File: src/rtl/asgw_map.svh
// Register offsets, field positions, reset values and timing counts of the sequencer
`ifndef ASGW_MAP_SVH
`define ASGW_MAP_SVH
`define ASGW_OFF_CFG        8'h00
`define ASGW_OFF_GAIN_HI    8'h04
`define ASGW_OFF_GAIN_LO    8'h08
`define ASGW_OFF_GAIN_ADD   8'h0c
`define ASGW_OFF_THR_LO     8'h10
`define ASGW_OFF_THR_HI     8'h14
`define ASGW_OFF_RESULT     8'h18
`define ASGW_OFF_CTRL       8'h1c
`define ASGW_OFF_INT_STAT   8'h20
`define ASGW_OFF_INT_MASK   8'h24
`define ASGW_RST_GAIN_HI    8'hfc
`define ASGW_RST_GAIN_LO    8'h00
`define ASGW_RST_GAIN_ADD   1'h1
`define ASGW_TRACK_EXTRA    5'h02
`define ASGW_SAR_BITS       4'hd
`define ASGW_STEP_DONE      4'he
`define ASGW_MODE_POST      2'h1
`define ASGW_MODE_DUAL      2'h3
`define ASGW_INT_DONE       0
`define ASGW_INT_WIN        1
`define ASGW_RESP_OKAY      2'h0
`define ASGW_RESP_SLVERR    2'h2
`endif

File: src/rtl/asgw_pkg.sv
// Types shared by the sequencer design
`default_nettype none
package asgw_pkg;
  // Sequencer states, Gray coded along idle, track, convert
  typedef enum logic [1:0] {
    ASGW_IDLE  = 2'h0,
    ASGW_TRACK = 2'h1,
    ASGW_CONV  = 2'h3
  } asgw_state_t;
  // Converter configuration word
  typedef struct packed {
    logic [3:0] trk_time;   // Tracking time setting
    logic [1:0] trk_mode;   // Tracking mode field
    logic [4:0] clk_div;    // Conversion clock divider
    logic       burst_sel;  // Burst clock select
  } asgw_cfg_t;
  // Gain settings
  typedef struct packed {
    logic [7:0] upper;      // Gain upper byte
    logic [3:0] lower;      // Gain lower nibble, bits 7..4
    logic       extra;      // Extra gain enable
  } asgw_gain_t;
endpackage : asgw_pkg
`default_nettype wire

File: src/rtl/asgw_top.sv
// Converter sequencer with clock select, gain scaling and window compare
//
// Decided for this implementation: the AXI4-Lite interface to the registers and the address map.
`include "asgw_map.svh"
`default_nettype none
module asgw_top (
  input  wire logic        SYS_CLK_IN,        // System clock, 10 MHz
  input  wire logic        RST_N_IN,          // Synchronous reset, active low
  input  wire logic        BURST_OSC_IN,      // Burst oscillator, asynchronous
  input  wire logic        WIN_OUTSIDE_IN,    // 1: outside-window compare
  input  wire logic [11:0] RAW_RESULT_IN,     // Code from the analog core
  output logic             TRACK_OUT,         // Sampling capacitor connected
  output logic             CONV_START_OUT,    // Pulse: core starts a conversion
  output logic             SAR_CLK_OUT,       // Pulse per conversion clock
  output logic             IRQ_OUT,           // Level interrupt
  input  wire logic [7:0]  AXI_AWADDR_IN,
  input  wire logic        AXI_AWVALID_IN,
  output logic             AXI_AWREADY_OUT,
  input  wire logic [31:0] AXI_WDATA_IN,
  input  wire logic [3:0]  AXI_WSTRB_IN,
  input  wire logic        AXI_WVALID_IN,
  output logic             AXI_WREADY_OUT,
  output logic [1:0]       AXI_BRESP_OUT,
  output logic             AXI_BVALID_OUT,
  input  wire logic        AXI_BREADY_IN,
  input  wire logic [7:0]  AXI_ARADDR_IN,
  input  wire logic        AXI_ARVALID_IN,
  output logic             AXI_ARREADY_OUT,
  output logic [31:0]      AXI_RDATA_OUT,
  output logic [1:0]       AXI_RRESP_OUT,
  output logic             AXI_RVALID_OUT,
  input  wire logic        AXI_RREADY_IN
);
  import asgw_pkg::*;

  // ************************************************************
  // Registers and internal signals
  // ************************************************************
  asgw_cfg_t   cfg_ff;              // Converter configuration
  asgw_gain_t  gain_ff;             // Gain settings
  logic [11:0] thr_lo_ff;           // Lower threshold pair
  logic [11:0] thr_hi_ff;           // Upper threshold pair
  logic [11:0] result_ff;           // Conversion result word
  logic [1:0]  int_stat_ff;         // Sticky events
  logic [1:0]  int_mask_ff;         // Interrupt enables
  logic        start_ff;            // Convert start request
  asgw_state_t state_ff;            // Sequencer state
  logic [4:0]  trk_cnt_ff;          // Tracking clocks so far
  logic [3:0]  step_ff;             // Conversion step
  logic [4:0]  div_cnt_ff;          // Divider count
  logic [2:0]  osc_sync_ff;         // Burst oscillator synchroniser
  logic        osc_lvl_ff;          // Filtered oscillator level
  logic        converter_subsystem_clock_tick;           // Subsystem clock edge
  logic        sar_tick;            // Conversion clock edge
  logic        done;                // Conversion completes
  logic [11:0] gain_word;           // 12-bit gain word
  logic [23:0] prod;                // Result times gain word
  logic [12:0] scaled;              // Scaled result before clamping
  logic        win_hit;             // Window condition met
  logic        aw_got_ff;           // Write address held
  logic        w_got_ff;            // Write data held
  logic [7:0]  waddr_ff;            // Held write address
  logic [31:0] wdata_ff;            // Held write data
  logic        wr_do;               // Write executes this cycle
  logic        wr_map;              // Write address is mapped
  logic        rd_map;              // Read address is mapped
  logic [31:0] rd_val;              // Read mux output

  // ************************************************************
  // Subsystem clock selection
  // ************************************************************
  // Oscillator pin passes three flops; the level moves once stages two and
  // three agree, so a single metastable sample cannot make a false edge
  always_ff @(posedge SYS_CLK_IN) begin
    if (!RST_N_IN) begin
      osc_sync_ff <= 3'h0;
      osc_lvl_ff  <= 1'h0;
    end else begin
      osc_sync_ff <= {osc_sync_ff[1:0], BURST_OSC_IN};
      if (osc_sync_ff[1] == osc_sync_ff[2]) begin
        osc_lvl_ff <= osc_sync_ff[2];
      end
    end
  end

  // System clock ticks every cycle; burst source on each rising level.
  // Limitation: the burst source must run well below the system clock.
  assign converter_subsystem_clock_tick = cfg_ff.burst_sel ?
                     (osc_sync_ff[2] & osc_sync_ff[1] & ~osc_lvl_ff) : 1'h1;

  // ************************************************************
  // Conversion clock divider
  // ************************************************************
  // Runs only through the bit steps so each conversion starts phase aligned
  always_ff @(posedge SYS_CLK_IN) begin
    if (!RST_N_IN) begin
      div_cnt_ff <= 5'h0;
    end else if (state_ff != ASGW_CONV || step_ff == 4'h0) begin
      div_cnt_ff <= 5'h0;
    end else if (converter_subsystem_clock_tick) begin
      div_cnt_ff <= sar_tick ? 5'h0 : div_cnt_ff + 5'h1;
    end
  end
  // One conversion clock per divider plus one subsystem clocks
  assign sar_tick = converter_subsystem_clock_tick && state_ff == ASGW_CONV && step_ff != 4'h0 &&
                    step_ff != `ASGW_STEP_DONE && div_cnt_ff == cfg_ff.clk_div;

  // ************************************************************
  // Sequencer
  // ************************************************************
  assign done = state_ff == ASGW_CONV && step_ff == `ASGW_STEP_DONE && converter_subsystem_clock_tick;

  // Three states only; starts arriving while busy are dropped
  always_ff @(posedge SYS_CLK_IN) begin
    if (!RST_N_IN) begin
      state_ff   <= ASGW_IDLE;
      trk_cnt_ff <= 5'h0;
      step_ff    <= 4'h0;
    end else begin
      case (state_ff)
        ASGW_IDLE: begin
          trk_cnt_ff <= 5'h0;
          step_ff    <= 4'h0;
          if (start_ff) begin
            // Modes 01 and 11 track in hardware, others convert at once
            if (cfg_ff.trk_mode == `ASGW_MODE_POST ||
                cfg_ff.trk_mode == `ASGW_MODE_DUAL) begin
              state_ff <= ASGW_TRACK;
            end else begin
              state_ff <= ASGW_CONV;
            end
          end
        end
        ASGW_TRACK: begin
          if (converter_subsystem_clock_tick) begin
            if (trk_cnt_ff + 5'h1 == {1'h0, cfg_ff.trk_time} + `ASGW_TRACK_EXTRA) begin
              state_ff <= ASGW_CONV;
            end
            trk_cnt_ff <= trk_cnt_ff + 5'h1;
          end
        end
        ASGW_CONV: begin
          // Step 0 starts, steps 1..13 take one conversion clock, 14 completes
          if (done) begin
            state_ff <= ASGW_IDLE;
          end else if ((step_ff == 4'h0 && converter_subsystem_clock_tick) || sar_tick) begin
            step_ff <= step_ff + 4'h1;
          end
        end
        default: begin
          state_ff <= ASGW_IDLE;
        end
      endcase
    end
  end

  // Pin side: start pulse, conversion clock and sampling switch
  always_ff @(posedge SYS_CLK_IN) begin
    if (!RST_N_IN) begin
      CONV_START_OUT <= 1'h0;
      SAR_CLK_OUT    <= 1'h0;
      TRACK_OUT      <= 1'h0;
    end else begin
      CONV_START_OUT <= state_ff == ASGW_CONV && step_ff == 4'h0 && converter_subsystem_clock_tick;
      SAR_CLK_OUT    <= sar_tick;
      // Post mode keeps the input open while idle, dual and pre track
      TRACK_OUT <= (state_ff == ASGW_TRACK) ||
                   (state_ff == ASGW_IDLE && cfg_ff.trk_mode != `ASGW_MODE_POST);
    end
  end

  // ************************************************************
  // Gain scaling and window compare
  // ************************************************************
  assign gain_word = {gain_ff.upper, gain_ff.lower};
  assign prod      = RAW_RESULT_IN * gain_word;
  // Extra one sixty-fourth is the raw code shifted by six
  assign scaled = {1'h0, prod[23:12]} +
                  (gain_ff.extra ? {7'h0, RAW_RESULT_IN[11:6]} : 13'h0);

  // Strict compares against the clamped result of this conversion, before it is stored
  always_comb begin
    logic [11:0] r;
    r = scaled[12] ? 12'hfff : scaled[11:0];
    if (WIN_OUTSIDE_IN) begin
      win_hit = r < thr_lo_ff || r > thr_hi_ff;
    end else begin
      win_hit = r > thr_lo_ff && r < thr_hi_ff;
    end
  end

  // Result is held unsigned, clamped to the full-scale code fff
  always_ff @(posedge SYS_CLK_IN) begin
    if (!RST_N_IN) begin
      result_ff <= 12'h0;
    end else if (done) begin
      result_ff <= scaled[12] ? 12'hfff : scaled[11:0];
    end
  end

  // ************************************************************
  // AXI4-Lite write channel
  // ************************************************************
  // Address and data are taken in either order; response follows both
  assign wr_do  = aw_got_ff && w_got_ff && !AXI_BVALID_OUT;
  assign wr_map = waddr_ff[7:2] <= `ASGW_OFF_INT_MASK >> 2 && waddr_ff[1:0] == 2'h0 &&
                  waddr_ff != `ASGW_OFF_RESULT;

  always_ff @(posedge SYS_CLK_IN) begin
    if (!RST_N_IN) begin
      aw_got_ff       <= 1'h0;
      w_got_ff        <= 1'h0;
      waddr_ff        <= 8'h0;
      wdata_ff        <= 32'h0;
      AXI_AWREADY_OUT <= 1'h0;
      AXI_WREADY_OUT  <= 1'h0;
      AXI_BVALID_OUT  <= 1'h0;
      AXI_BRESP_OUT   <= `ASGW_RESP_OKAY;
    end else begin
      AXI_AWREADY_OUT <= !aw_got_ff && !(AXI_AWVALID_IN && AXI_AWREADY_OUT);
      AXI_WREADY_OUT  <= !w_got_ff && !(AXI_WVALID_IN && AXI_WREADY_OUT);
      if (AXI_AWVALID_IN && AXI_AWREADY_OUT) begin
        aw_got_ff <= 1'h1;
        waddr_ff  <= AXI_AWADDR_IN;
      end
      if (AXI_WVALID_IN && AXI_WREADY_OUT) begin
        w_got_ff <= 1'h1;
        wdata_ff <= AXI_WDATA_IN & {{8{AXI_WSTRB_IN[3]}}, {8{AXI_WSTRB_IN[2]}},
                                    {8{AXI_WSTRB_IN[1]}}, {8{AXI_WSTRB_IN[0]}}};
      end
      if (wr_do) begin
        aw_got_ff      <= 1'h0;
        w_got_ff       <= 1'h0;
        AXI_BVALID_OUT <= 1'h1;
        AXI_BRESP_OUT  <= wr_map ? `ASGW_RESP_OKAY : `ASGW_RESP_SLVERR;
      end else if (AXI_BVALID_OUT && AXI_BREADY_IN) begin
        AXI_BVALID_OUT <= 1'h0;
      end
    end
  end

  // ************************************************************
  // Software registers
  // ************************************************************
  // Configuration, gain, thresholds; unstrobed lanes write zero-masked data
  always_ff @(posedge SYS_CLK_IN) begin
    if (!RST_N_IN) begin
      cfg_ff      <= '0;
      gain_ff     <= '{upper: `ASGW_RST_GAIN_HI, lower: 4'(`ASGW_RST_GAIN_LO >> 4),
                       extra: `ASGW_RST_GAIN_ADD};
      thr_lo_ff   <= 12'h0;
      thr_hi_ff   <= 12'hfff;
      int_mask_ff <= 2'h0;
    end else if (wr_do) begin
      case (waddr_ff)
        `ASGW_OFF_CFG:      cfg_ff       <= asgw_cfg_t'(wdata_ff[11:0]);
        `ASGW_OFF_GAIN_HI:  gain_ff.upper <= wdata_ff[7:0];
        `ASGW_OFF_GAIN_LO:  gain_ff.lower <= wdata_ff[7:4];
        `ASGW_OFF_GAIN_ADD: gain_ff.extra <= wdata_ff[0];
        `ASGW_OFF_THR_LO:   thr_lo_ff    <= wdata_ff[11:0];
        `ASGW_OFF_THR_HI:   thr_hi_ff    <= wdata_ff[11:0];
        `ASGW_OFF_INT_MASK: int_mask_ff  <= wdata_ff[1:0];
        default: begin
        end
      endcase
    end
  end

  // Convert start: one-cycle request from a control write
  always_ff @(posedge SYS_CLK_IN) begin
    if (!RST_N_IN) begin
      start_ff <= 1'h0;
    end else begin
      start_ff <= wr_do && waddr_ff == `ASGW_OFF_CTRL && wdata_ff[0];
    end
  end

  // ************************************************************
  // Interrupt status
  // ************************************************************
  // Write one to clear; an event in the clearing cycle wins
  always_ff @(posedge SYS_CLK_IN) begin
    if (!RST_N_IN) begin
      int_stat_ff <= 2'h0;
      IRQ_OUT     <= 1'h0;
    end else begin
      int_stat_ff[`ASGW_INT_DONE] <= done ||
        (int_stat_ff[`ASGW_INT_DONE] &&
         !(wr_do && waddr_ff == `ASGW_OFF_INT_STAT && wdata_ff[`ASGW_INT_DONE]));
      int_stat_ff[`ASGW_INT_WIN] <= (done && win_hit) ||
        (int_stat_ff[`ASGW_INT_WIN] &&
         !(wr_do && waddr_ff == `ASGW_OFF_INT_STAT && wdata_ff[`ASGW_INT_WIN]));
      IRQ_OUT <= |(int_stat_ff & int_mask_ff);
    end
  end

  // ************************************************************
  // AXI4-Lite read channel
  // ************************************************************
  assign rd_map = AXI_ARADDR_IN[7:2] <= `ASGW_OFF_INT_MASK >> 2 && AXI_ARADDR_IN[1:0] == 2'h0;

  always_comb begin
    case (AXI_ARADDR_IN)
      `ASGW_OFF_CFG:      rd_val = {20'h0, cfg_ff};
      `ASGW_OFF_GAIN_HI:  rd_val = {24'h0, gain_ff.upper};
      `ASGW_OFF_GAIN_LO:  rd_val = {24'h0, gain_ff.lower, 4'h0};
      `ASGW_OFF_GAIN_ADD: rd_val = {31'h0, gain_ff.extra};
      `ASGW_OFF_THR_LO:   rd_val = {20'h0, thr_lo_ff};
      `ASGW_OFF_THR_HI:   rd_val = {20'h0, thr_hi_ff};
      `ASGW_OFF_RESULT:   rd_val = {20'h0, result_ff};
      `ASGW_OFF_CTRL:     rd_val = {29'h0, state_ff, state_ff != ASGW_IDLE};
      `ASGW_OFF_INT_STAT: rd_val = {30'h0, int_stat_ff};
      `ASGW_OFF_INT_MASK: rd_val = {30'h0, int_mask_ff};
      default:            rd_val = 32'h0;
    endcase
  end

  // Address taken while no read data is pending; data the next cycle
  always_ff @(posedge SYS_CLK_IN) begin
    if (!RST_N_IN) begin
      AXI_ARREADY_OUT <= 1'h0;
      AXI_RVALID_OUT  <= 1'h0;
      AXI_RDATA_OUT   <= 32'h0;
      AXI_RRESP_OUT   <= `ASGW_RESP_OKAY;
    end else begin
      AXI_ARREADY_OUT <= !AXI_RVALID_OUT && !(AXI_ARVALID_IN && AXI_ARREADY_OUT);
      if (AXI_ARVALID_IN && AXI_ARREADY_OUT) begin
        AXI_RVALID_OUT <= 1'h1;
        AXI_RDATA_OUT  <= rd_val;
        AXI_RRESP_OUT  <= rd_map ? `ASGW_RESP_OKAY : `ASGW_RESP_SLVERR;
      end else if (AXI_RVALID_OUT && AXI_RREADY_IN) begin
        AXI_RVALID_OUT <= 1'h0;
      end
    end
  end

  logic [5:0] chk_trk_ff;           // Cycles spent tracking
  logic [3:0] chk_sar_ff;           // Conversion clocks this conversion
  always_ff @(posedge SYS_CLK_IN) begin
    if (!RST_N_IN || state_ff == ASGW_IDLE) begin
      chk_trk_ff <= 6'h0;
      chk_sar_ff <= 4'h0;
    end else begin
      chk_trk_ff <= chk_trk_ff + (state_ff == ASGW_TRACK ? 6'h1 : 6'h0);
      chk_sar_ff <= chk_sar_ff + (sar_tick ? 4'h1 : 4'h0);
    end
  end
endmodule : asgw_top
`default_nettype wire

File: config.mk
export PLATFORM = sky130hd
export DESIGN_NAME = asgw_top
export DESIGN_NICKNAME = d
export VERILOG_FILES = /design/src/rtl/asgw_pkg.sv /design/src/rtl/asgw_top.sv
export VERILOG_INCLUDE_DIRS = /design/src /design/src/rtl
export SDC_FILE = /design/constraint.sdc
export NUM_CORES = 1
export LEC_CHECK = 0
export BUFFER_PORTS_ARGS = -buffer_cell sky130_fd_sc_hd__buf_2
export CORE_UTILIZATION = 50
export CTS_BUF_LIST = sky130_fd_sc_hd__clkbuf_16
export DETAILED_ROUTE_END_ITERATION = 6
export PLACE_DENSITY = 0.69
export SETUP_SLACK_MARGIN = 0.5
export SLEW_MARGIN = 20
export SYNTH_ARGS = -nofsm -noshare
export SYNTH_HDL_FRONTEND = slang
export SYNTH_SLANG_ARGS = --single-unit
File: constraint.sdc
create_clock -name SYS_CLK_IN -period 11.3 [get_ports SYS_CLK_IN]
set_input_delay 2.26 -clock SYS_CLK_IN [delete_from_list [all_inputs] [get_ports SYS_CLK_IN]]
set_output_delay 2.26 -clock SYS_CLK_IN [all_outputs]
set_load 0.05 [all_outputs]
## After elaboration in Yosys (flattened, before gate mapping)

Cells that the tools add are included.

| word-level totals | value |
|---|---|
| output and inout port bits | 45 |
| latch bits | 0 |
| ROM bits | 0 |
| memories kept | 0 |
| flip-flop bits (word level) | 153 |
| RAM bits | 0 |

| operators by class | value |
|---|---|
| bitwise operators | 6 |
| reduce and logical (&&, ||, !) cells | 73 |
| equality and inequality tests | 35 |
| shift-type cells | 0 |
| div/mod/pow operators | 0 |
| multiply operators | 1 |
| add/sub/neg operators | 5 |
| mux-type cells | 23 |
| magnitude comparators | 6 |

Operators with widths:

| kind | count |
|---|---|
| $pmux 12 s10 | 1 |
| $eq 8x5->1 const B | 7 |
| $eq 8x4->1 const B | 4 |
| $eq 8x6->1 const B | 4 |
| $logic_and 1x1->1 | 32 |
| $gt 12x12->1 | 2 |
| $lt 12x12->1 | 2 |
| $mul 12x12->24 | 1 |
| $eq 8x3->1 const B | 2 |
| $logic_not 8->1 | 2 |
| $reduce_and 2->1 | 8 |
| $mux 2 | 7 |
| $add 12x6->13 | 1 |
| $and 12x12->12 | 1 |
| $le 6x4->1 const B | 2 |
| $mux 12 | 1 |
| $ne 2x2->1 const B | 6 |
| $add 5x1->5 const B | 2 |
| $eq 5x5->1 | 2 |
| $mux 5 | 2 |
| $pmux 5 s2 | 1 |
| $reduce_bool 2->1 | 5 |
| $logic_not 1->1 | 9 |
| $mux 4 | 2 |
| 23 further kinds | 43 |

## Longest topological paths before layout

Gate-level depths: netlist of the first run.

| logic depth | value |
|---|---|
| depth in word-level cells | 11 |
| depth in mapped cells | 38 |

## Worst setup path before layout of the first run

OpenSTA, ideal clock, no wires.

| timing path | value |
|---|---|
| path kind | input port to flip-flop |
| start point | input port RAW_RESULT_IN[3] |
| end point | register int_stat_ff[1] |
| stages | 36 |
| library setup time | 74 ps |
| data required time | 11226 ps |
| arrival time | 9713 ps |
| slack | 1512 ps |
| cell sequence | clkbuf_1 > nand2_1 > fa_1 > fa_1 > inv_1 > ha_1 > fa_1 > fa_1 > ha_1 > a2111oi_4 > o21ai_2 > o2111ai_1 > nand2_1 > a21oi_1 > xnor2_1 > ha_1 > inv_1 > fa_1 > nor2b_1 > o21ai_0 > a21boi_0 > o21ai_0 > nor2b_1 > nor4_4 > nand4_4 > buf_6 > nand2_1 > ha_1 > nand3_1 > o221a_2 > o221ai_1 > a211oi_1 > o21bai_1 > a21oi_1 > or4_1 > a31oi_1 |

| between the ends | value |
|---|---|
| longest elaborated chain between the ends | 8 |
| elaborated cells on any way between the ends | 12 |

Ends and longest elaborated chain:

| item | line | source |
|---|---|---|
| start, declared | asgw_top.sv:11 | `input wire logic [11:0] RAW_RESULT_IN,` |
| $mul 12x12->24 (*) | asgw_top.sv:176 | `assign prod = RAW_RESULT_IN * gain_word;` |
| $add 12x6->13 (*) | asgw_top.sv:178 | `assign scaled = {1'h0, prod[23:12]} +` |
| $mux 12 (*) | asgw_top.sv:184 | `r = scaled[12] ? 12'hfff : scaled[11:0];` |
| $gt 12x12->1 (tied with other cells) | asgw_top.sv:188 | `win_hit = r > thr_lo_ff && r < thr_hi_ff;` |
| $logic_and 1x1->1 / $logic_or 1x1->1 (equally long branches) | asgw_top.sv:188, asgw_top.sv:186 |  |
| $mux 1 (*) | asgw_top.sv:185 | `if (WIN_OUTSIDE_IN) begin` |
| $logic_and 1x1->1 (*) | asgw_top.sv:290 | `` int_stat_ff[`ASGW_INT_WIN] <= (done && win_hit) \|\| `` |
| $logic_or 1x1->1 (*) | asgw_top.sv:290 |  |
| end signal, assigned by index | asgw_top.sv:287 | `` int_stat_ff[`ASGW_INT_DONE] <= done \|\| `` |
| end signal, assigned by index | asgw_top.sv:290 |  |
| end, declared | asgw_top.sv:44 | `logic [1:0] int_stat_ff;` |

Every way passes the cells marked *; elsewhere a longest branch is shown, timed or not.
A chain may end at the register's enable or synchronous reset.

## Worst setup path after layout of the first run

Same ends and word-level chain as after synthesis.

==> results of run 1 <==
flip-flops by register name, summed over array words and instances (netlist names), 2 cells and up:
name           cells
AXI_RDATA_OUT     12
cfg_ff            12
div_cnt_ff         5
gain_ff           13
int_mask_ff        2
int_stat_ff        2
osc_sync_ff        3
result_ff         12
state_ff           2
step_ff            4
thr_hi_ff         12
thr_lo_ff         12
trk_cnt_ff         5
waddr_ff           8
wdata_ff          12
cell usage in the layout (no fill, tap or decap), drive strengths merged, types with 6 or more instances in the layout:
| cell type | netlist | layout |
|---|---|---|
| nand2 | 194 | 194 |
| inv | 157 | 159 |
| dfxtp | 131 | 131 |
| fa | 100 | 100 |
| ha | 95 | 95 |
| buf | 27 | 84 |
| nor2 | 78 | 78 |
| and2 | 68 | 68 |
| a21oi | 61 | 61 |
| o21ai | 48 | 48 |
| mux2i | 38 | 38 |
| nand3 | 31 | 31 |
| conb | 1 | 22 |
| a22oi | 20 | 20 |
| xnor2 | 20 | 20 |
| xor2 | 18 | 18 |
| nand4 | 18 | 18 |
| nor3 | 18 | 18 |
| clkbuf | 58 | 17 |
| a21o | 16 | 16 |
| o211ai | 15 | 15 |
| a31oi | 14 | 14 |
| a221oi | 11 | 11 |
| nor2b | 11 | 11 |
| a211oi | 9 | 9 |
| nand2b | 6 | 6 |
final cells by class:
class / instances / area share [%]
well taps: 280 / 2.83
clock inverters: 14 / 1.51
flip-flops and latches: 131 / 21.2
repair buffers: 84 / 3.62
inverters: 157 / 4.76
clock buffers: 17 / 3.44
multi-input cells: 976 / 62.6
cells by family (layout without fill, tap and decap cells):
group / Yosys count / in the layout / synth area share [%]
XOR/XNOR: 38 / 38 / 3.15
buffers and inverters: 242 / 272 / 8.89
flip-flops: 131 / 131 / 23.2
AO/OA/AOI/OAI: 232 / 232 / 14.1
adder cells (fa/ha/maj): 195 / 195 / 28.3
other: 1 / 22 / 0.0332
multiplexers: 40 / 40 / 3.60
AND/OR/NAND/NOR: 449 / 449 / 18.8
routing by layer:
layer,vias to the layer above,global-route usage (%)
met4,0,6.41
li1,4460,-
met1,4494,34.2
met2,300,40.2
met5,-,0
met3,42,4.10
worst max path at each step:
stage / cells after the start / startpoint / slack, ns / endpoint
finish: 35 / RAW_RESULT_IN[3] / 1.19 / int_stat_ff[1]
global route: 37 / RAW_RESULT_IN[6] / 0.55 / int_stat_ff[1]
CTS: 35 / RAW_RESULT_IN[3] / 1.13 / int_stat_ff[1]
detailed placement: 34 / RAW_RESULT_IN[3] / 0.76 / int_stat_ff[1]
global placement: 35 / RAW_RESULT_IN[3] / 0.84 / int_stat_ff[1]
floorplan: 36 / RAW_RESULT_IN[3] / 1.51 / int_stat_ff[1]
what timing repair did:
action | in CTS | in global routing
endpoints found under the hold margin | 0 | 0
endpoints found under the setup margin | 0 | 1
hold buffers | 0 | 0
resized for setup | 0 | 0
setup buffers | 0 | 5
power by group through the flow:
stage	clock network (W)	registers [W]	logic (W)
2_1_floorplan	0	0.000488	0.00159
3_3_place_gp	0	0.000484	0.00193
3_5_place_dp	0	0.000484	0.00196
4_1_cts	0.000581	0.000474	0.00199
5_1_grt	0.000603	0.000475	0.00228
6_report	0.000577	0.000474	0.00200
metrics by stage:
| stage | instance area (µm²) | util [%] |
|---|---|---|
| after detailed placement | 11700 | 53.4 |
| after global routing | 12400 | 56.3 |
| after CTS | 12300 | 56.2 |
| final | 12400 | 56.3 |
| after global placement | 11700 | 53.4 |
| after floorplan | 11400 | - |
==> impl_table.tex, run 1 <==
\begin{tabular}{lr}
\hline
Metric & Value \\
\hline
\multicolumn{2}{l}{\textbf{CTS}} \\
\quad Reg clk slew, reported paths & 0.06 ns \\
\quad CTS tree & yes \\
\quad H-tree levels & 4 \\
\quad Number of buffers created by CTS & 17 \\
\quad Clock root buffer & clkbuf\_16 \\
\quad Number of buffers on the longest clock path & 2 \\
\quad Clk\_lat worst skew & 0.41 ns \\
\quad Clk sinks & 131 \\
\multicolumn{2}{l}{\textbf{Setup path}} \\
\quad Cell with the biggest individual delay on the critical path & fa\_1 \\
\quad Depth of the worst register-to-register path & 34 \\
\quad R2R Setup Slk & 2.47 ns \\
\quad Largest delay contributor family on the critical path & adder cells \\
\quad Type of origin of the critical path & primary input \\
\quad Crit path DAT & 10.44 ns \\
\quad Critical-path maximum fanout & 13 \\
\quad Max stage delay on crit path & 0.54 ns \\
\quad Worst reg2reg path startpoint & gain\_ff[6] \\
\quad Worst setup path class & in -> reg \\
\quad WP data required & 11.63 ns \\
\quad Crit Reg-Reg Endpoint & int\_stat\_ff[1] \\
\quad Number of buffer and inverter instances along the worst setup path & 3 \\
\quad Kind of end point of the critical path & flop \\
\quad CP most frequent cell & fa\_1 \\
\multicolumn{2}{l}{\textbf{Synth}} \\
\quad Number of flip-flops and latches in the synthesized netlist & 131 \\
\quad Area of the mapped netlist & 0.0113 mm² \\
\quad Synth top cells by count & nand2\_1 (194), inv\_1 (157), dfxtp\_1 (131) \\
\quad Per-instance average area after synthesis & 8.50 µm² \\
\quad Cell accounting for the most synthesized area & dfxtp\_1 \\
\quad Warning count from the yosys run & 0 \\
\quad Synth top area share & 23.2\% \\
\quad Synth area leaders & dfxtp\_1 (23\%), fa\_1 (18\%), ha\_1 (11\%) \\
\quad Cell with the most instances after synthesis & nand2\_1 \\
\quad Synthesized instance count & 1328 \\
\quad Share of the yosys chip area belonging to registers & 23.2\% \\
\quad Post-synth EDFFs & 0 \\
\quad Number of distinct library cells after synthesis & 74 \\
\quad Share of synthesized registers carrying an async set or reset & 0\% \\
\quad Primary flip-flop cell chosen by synthesis mapping & dfxtp\_1 \\
\multicolumn{2}{l}{\textbf{Layout}} \\
\quad \# nets final & 1635 \\
\quad Multi-input logic area & 0.00775 mm² \\
\quad Number of standard cells in the layout, taps in and fillers out & 1659 \\
\quad Flip-flop and latch area & 0.00262 mm² \\
\quad Fillers & 1980 \\
\quad Number of antenna diodes & 0 \\
\quad Fraction of layout instances using a drive strength above 1 & 10.2\% \\
\quad Area added between synthesis and finish & 9.56\% \\
\multicolumn{2}{l}{\textbf{Routing}} \\
\quad Sum of met2 wire segment lengths after detailed routing & 12.6 mm \\
\quad Metal3 WL & 1.77 mm \\
\quad Remaining routing DRC violations & 6 \\
\quad Number of violations reported at the end of detailed-routing iteration 0 & 707 \\
\quad Topmost layer with routed signal wires & met4 \\
\quad Total number of vias & 9296 \\
\quad Number of antenna-violating nets in the routed design & 0 \\
\quad Post-Route M1 WL & 12.7 mm \\
\quad WL final & 27.6 mm \\
\quad Post-detailed-route via-to-cell ratio & 5.60 \\
\quad Number of detailed-route iterations in the first pass & 7 \\
\quad Avg WL per Cell & 16.6 µm \\
\multicolumn{2}{l}{\textbf{Min path}} \\
\quad Worst min path class & reg -> reg \\
\quad Critical hold path startpoint & osc\_sync\_ff[0] \\
\quad Worst Hold End & osc\_sync\_ff[1] \\
\quad Number of cells on the worst hold path & 1 \\
\multicolumn{2}{l}{\textbf{Placed design}} \\
\quad Detailed-placement wirelength estimate & 20.5 mm \\
\quad Cell count after placement & 1623 \\
\quad Routability congestion estimate from global placement & 0.904 \\
\quad Total of buffers placed on input and output ports & 73 \\
\quad DP Worst Slack & 0.756 ns \\
\multicolumn{2}{l}{\textbf{Global route}} \\
\quad Maximum number of pins on one net before global-route repair & 78 \\
\quad Antenna violations before repair & 0 \\
\quad Wire length of the first global-routing pass & 46.0 mm \\
\quad Number of global-route vias before repair & 9133 \\
\quad Global routing usage summed across all routing layers & 24.8\% \\
\quad Global route overflow & 0 \\
\multicolumn{2}{l}{\textbf{Pwr}} \\
\quad Fraction of power consumed by the clock network & 18.9\% \\
\quad Pwr per Cell Area & 246 mW/mm² \\
\quad Sequential fraction of design power & 15.5\% \\
\quad Switching component of the power & 0.00139 W \\
\quad Internal Power & 0.00165 W \\
\quad Logic gate share of total power & 65.5\% \\
\quad Switching part of the total & 45.8\% \\
\quad Overall power consumption & 0.00305 W \\
\quad Worst VDD drop & 0.165 mV \\
\quad Leakage power figure & 5.81 nW \\
\multicolumn{2}{l}{\textbf{Die}} \\
\quad Die area & 0.0232 mm² \\
\quad Height of the die & 152 µm \\
\quad I/O pins & 118 \\
\quad Core Area & 0.0220 mm² \\
\quad Number of core rows & 54 \\
\quad Starting density of the core & 51.4\% \\
\quad Horizontal die dimension & 152 µm \\
\multicolumn{2}{l}{\textbf{Timing}} \\
\quad Highest clock frequency the design can meet & 98.9 MHz \\
\quad Unrepaired setup endpoints after global routing & false \\
\quad Worst setup skew after layout & 0.00819 ns \\
\quad Setup TNS & 0 ns \\
\quad Final-report setup violation count & 0 \\
\quad Post-route worst hold slack & 0.435 ns \\
\quad Clock period minus worst slack & 10.11 ns \\
\quad Relative slew slack & 22.4\% \\
\quad Final hold violation count & 0 \\
\quad Part of the cycle the worst path needs & 89.5\% \\
\quad Final setup margin & 1.19 ns \\
\quad Slew at the pin closest to its max-slew limit & 1.16 ns \\
\quad Number of max-slew violations in the final report & 0 \\
\multicolumn{2}{l}{\textbf{Run status}} \\
\quad Failing checks & design-rule violations \\
\quad Status & finished with violations \\
\multicolumn{2}{l}{\textbf{Run}} \\
\quad Total of max-cap violations & 0 \\
\hline
\end{tabular}
Power figures use the tool's default switching activity.
==> run 2, diff against run 1 <==
CELL_PAD_IN_SITES_DETAIL_PLACEMENT = 0   (was default)
CELL_PAD_IN_SITES_GLOBAL_PLACEMENT = 2   (was default)
CORE_ASPECT_RATIO = 1.4   (was default)
CORE_UTILIZATION = 37   (was 50)
PLACE_DENSITY = default   (was 0.69)
PLACE_DENSITY_LB_ADDON = 0.1   (was default)
REMOVE_ABC_BUFFERS = 1   (was default)
==> run 2 against run 1 <==
Against the previous run:
- the flow now finishes without violations
- clock power fell by 5.0%
- cell area grew 0.95%
- maximum frequency is 0.15% higher
- sequential power about the same
- utilization shrank 15 points
- via count shrank 2.1%
- die area rose by 35%
- critical endpoint unchanged
==> impl_table.tex, run 2 (same netlist as run 1, synthesis figures left out) <==
\begin{tabular}{lr}
\hline
Metric & Value \\
\hline
\multicolumn{2}{l}{\textbf{Die}} \\
\quad I/O pins & 118 (unchanged) \\
\quad Core Area & 0.0300 mm² (+37\%) \\
\quad Height of the die & 209 µm (+37\%) \\
\quad Horizontal die dimension & 150 µm (-1.7\%) \\
\quad Number of core rows & 75 (+39\%) \\
\quad Die area & 0.0312 mm² (+35\%) \\
\quad Starting density of the core & 37.6\% (-14 points) \\
\multicolumn{2}{l}{\textbf{Layout}} \\
\quad Largest register FFs & 13 (unchanged) \\
\quad Top library cells by usage in the layout, fill and taps aside & nand2\_1 (194), inv\_1 (159), dfxtp\_1 (131) \\
\quad Commonest non-fill, non-tap cell in the layout & nand2\_1 \\
\quad Fraction of layout instances using a drive strength above 1 & 10.0\% (-0.15 points) \\
\quad Most flops, register & gain\_ff \\
\quad Fraction of the core area covered by cells at the end of the flow & 41.6\% (-15 points) \\
\quad Area added between synthesis and finish & 10.6\% \\
\quad Number of antenna diodes & 0 (unchanged) \\
\quad Final Instance Area & 0.0125 mm² (+0.95\%) \\
\quad \# nets final & 1637 (+0.12\%) \\
\multicolumn{2}{l}{\textbf{Global route}} \\
\quad Global route overflow & 0 (unchanged) \\
\quad Antenna violations before repair & 0 (unchanged) \\
\quad Global routing usage summed across all routing layers & 22.0\% (-2.7 points) \\
\quad Maximum number of pins on one net before global-route repair & 61 (-22\%) \\
\quad Wire length of the first global-routing pass & 52.1 mm (+13\%) \\
\quad Number of global-route vias before repair & 9387 (+2.8\%) \\
\multicolumn{2}{l}{\textbf{Routing}} \\
\quad Avg WL per Cell & 18.3 µm (+10\%) \\
\quad Post-detailed-route via-to-cell ratio & 5.16 (-8.0\%) \\
\quad Remaining routing DRC violations & 0 (-6) \\
\quad WL final & 32.3 mm (+17\%) \\
\quad Number of antenna-violating nets in the routed design & 0 (unchanged) \\
\quad Number of violations reported at the end of detailed-routing iteration 0 & 338 (-52\%) \\
\quad Total number of vias & 9101 (-2.1\%) \\
\quad Number of detailed-route iterations in the first pass & 5 (-2) \\
\multicolumn{2}{l}{\textbf{Setup path}} \\
\quad Crit path DAT & 10.44 ns (about the same) \\
\quad Max stage delay on crit path & 0.54 ns (about the same) \\
\quad Worst reg2reg path startpoint & gain\_ff[6] \\
\quad Depth of the worst register-to-register path & 35 (+2.9\%) \\
\quad WP data required & 11.65 ns (+0.02 ns) \\
\quad Termination of the worst setup path & int\_stat\_ff[1] \\
\quad Type of origin of the critical path & primary input \\
\quad Critical path origin & RAW\_RESULT\_IN[6] \\
\quad Kind of end point of the critical path & flop \\
\quad Cell with the biggest individual delay on the critical path & fa\_1 \\
\quad R2R Setup Slk & 2.45 ns (-0.02 ns) \\
\quad Crit Reg-Reg Endpoint & int\_stat\_ff[1] \\
\quad Worst setup path class & in -> reg \\
\quad Critical-path maximum fanout & 13 (unchanged) \\
\multicolumn{2}{l}{\textbf{Placed design}} \\
\quad Detailed-placement wirelength estimate & 25.0 mm (+22\%) \\
\quad Total of buffers placed on input and output ports & 73 (unchanged) \\
\quad Instance area at placement & 0.0119 mm² (+1.4\%) \\
\quad Routability congestion estimate from global placement & 0.791 (-12\%) \\
\multicolumn{2}{l}{\textbf{CTS}} \\
\quad Number of buffers created by CTS & 17 (unchanged) \\
\quad Number of buffers on the longest clock path & 2 (unchanged) \\
\quad Post-CTS sizing & 0 (unchanged) \\
\quad Clk\_lat worst skew & 0.43 ns (+0.02 ns) \\
\quad H-tree levels & 4 (unchanged) \\
\quad Reg clk slew, reported paths & 0.06 ns (about the same) \\
\quad CTS tree & yes \\
\quad Clock root buffer & clkbuf\_16 \\
\quad Buffer count from post-CTS setup fixing & 0 (unchanged) \\
\quad Clk sinks & 131 (unchanged) \\
\quad \# hold bufs at CTS & 0 (unchanged) \\
\multicolumn{2}{l}{\textbf{Timing}} \\
\quad Number of max-slew violations in the final report & 0 (unchanged) \\
\quad Clock period minus worst slack & 10.09 ns (-0.0149 ns) \\
\quad Setup TNS & 0 ns (unchanged) \\
\quad Part of the cycle the worst path needs & 89.3\% (-0.13 points) \\
\quad Slew at the pin closest to its max-slew limit & 0.996 ns (-0.165 ns) \\
\quad Final hold violation count & 0 (unchanged) \\
\quad Final-report setup violation count & 0 (unchanged) \\
\quad Worst setup skew after layout & 0.00643 ns (-0.00176 ns) \\
\quad Unrepaired setup endpoints after global routing & false \\
\quad Post-route worst hold slack & 0.435 ns (-0.0000820 ns) \\
\quad Relative slew slack & 33.6\% (+11 points) \\
\quad Highest clock frequency the design can meet & 99.1 MHz (+0.15\%) \\
\multicolumn{2}{l}{\textbf{Run status}} \\
\quad Status & completed \\
\multicolumn{2}{l}{\textbf{Run}} \\
\quad Total of max-cap violations & 0 (unchanged) \\
\multicolumn{2}{l}{\textbf{Pwr}} \\
\quad Pwr per Cell Area & 247 mW/mm² (+0.29\%) \\
\quad Leakage power figure & 5.83 nW (+0.29\%) \\
\quad Overall power consumption & 0.00309 W (+1.2\%) \\
\quad Worst VDD drop & 0.146 mV (-11\%) \\
\multicolumn{2}{l}{\textbf{Min path}} \\
\quad Worst min path class & reg -> reg \\
\hline
\end{tabular}
==> run 2: layer usage <==
layer | vias to the layer above | share of wire (%) | GRT usage (%)
li1 | 4459 | - | -
met1 | 4469 | 40 | 25.0
met2 | 133 | 53 | 40.5
met3 | 40 | 2.2 | 2.84
met4 | 0 | 4.0 | 9.79
met5 | - | 0 | 0
==> run 2: cell type report <==
type | instances | area [µm²]
clock inverter | 13 | 148
clock buffer | 17 | 425
sequential | 131 | 2620
fill | 3127 | 17500
tap | 385 | 482
multi-input combinational | 976 | 7750
inverter | 157 | 589
timing repair buffer | 86 | 475
==> run 2: power by group <==
group	total, W	leakage, nW	internal, W	switching, W
logic	0.00206	4.49	0.000837	0.00123
registers	0.000474	1.06	0.000468	0.00000633
clock network	0.000548	0.286	0.000340	0.000208
total	0.00309	5.83	0.00164	0.00144
==> run 2: per-stage QoR <==
stage	setup slack, ns	std cells
after floorplan	1.77	1264
after global placement	0.549	1733
after detailed placement	0.597	1733
after CTS	0.984	1763
after global routing	0.613	1765
final	1.21	1765
==> run 2: worst max-delay path: cells and delay by family <==
family,cells,cell delay [ns]
AOI/OAI and AO/OA,11,2.00
xor gates and xnor gates,1,0.14
adders and majority gates,9,3.70
buffers and inverters,8,0.78
and+or+nand+nor,7,1.57
==> run 2: worst min-delay path by stage <==
| stage | start | end | depth (start not counted) |
|---|---|---|---|
| floorplan | osc_sync_ff[0] | osc_sync_ff[1] | 1 |
| global placement | osc_sync_ff[0] | osc_sync_ff[1] | 1 |
| detailed placement | osc_sync_ff[0] | osc_sync_ff[1] | 1 |
| CTS | osc_sync_ff[0] | osc_sync_ff[1] | 1 |
| global route | osc_sync_ff[0] | osc_sync_ff[1] | 1 |
| finish | AXI_RVALID_OUT | AXI_ARREADY_OUT | 1 |
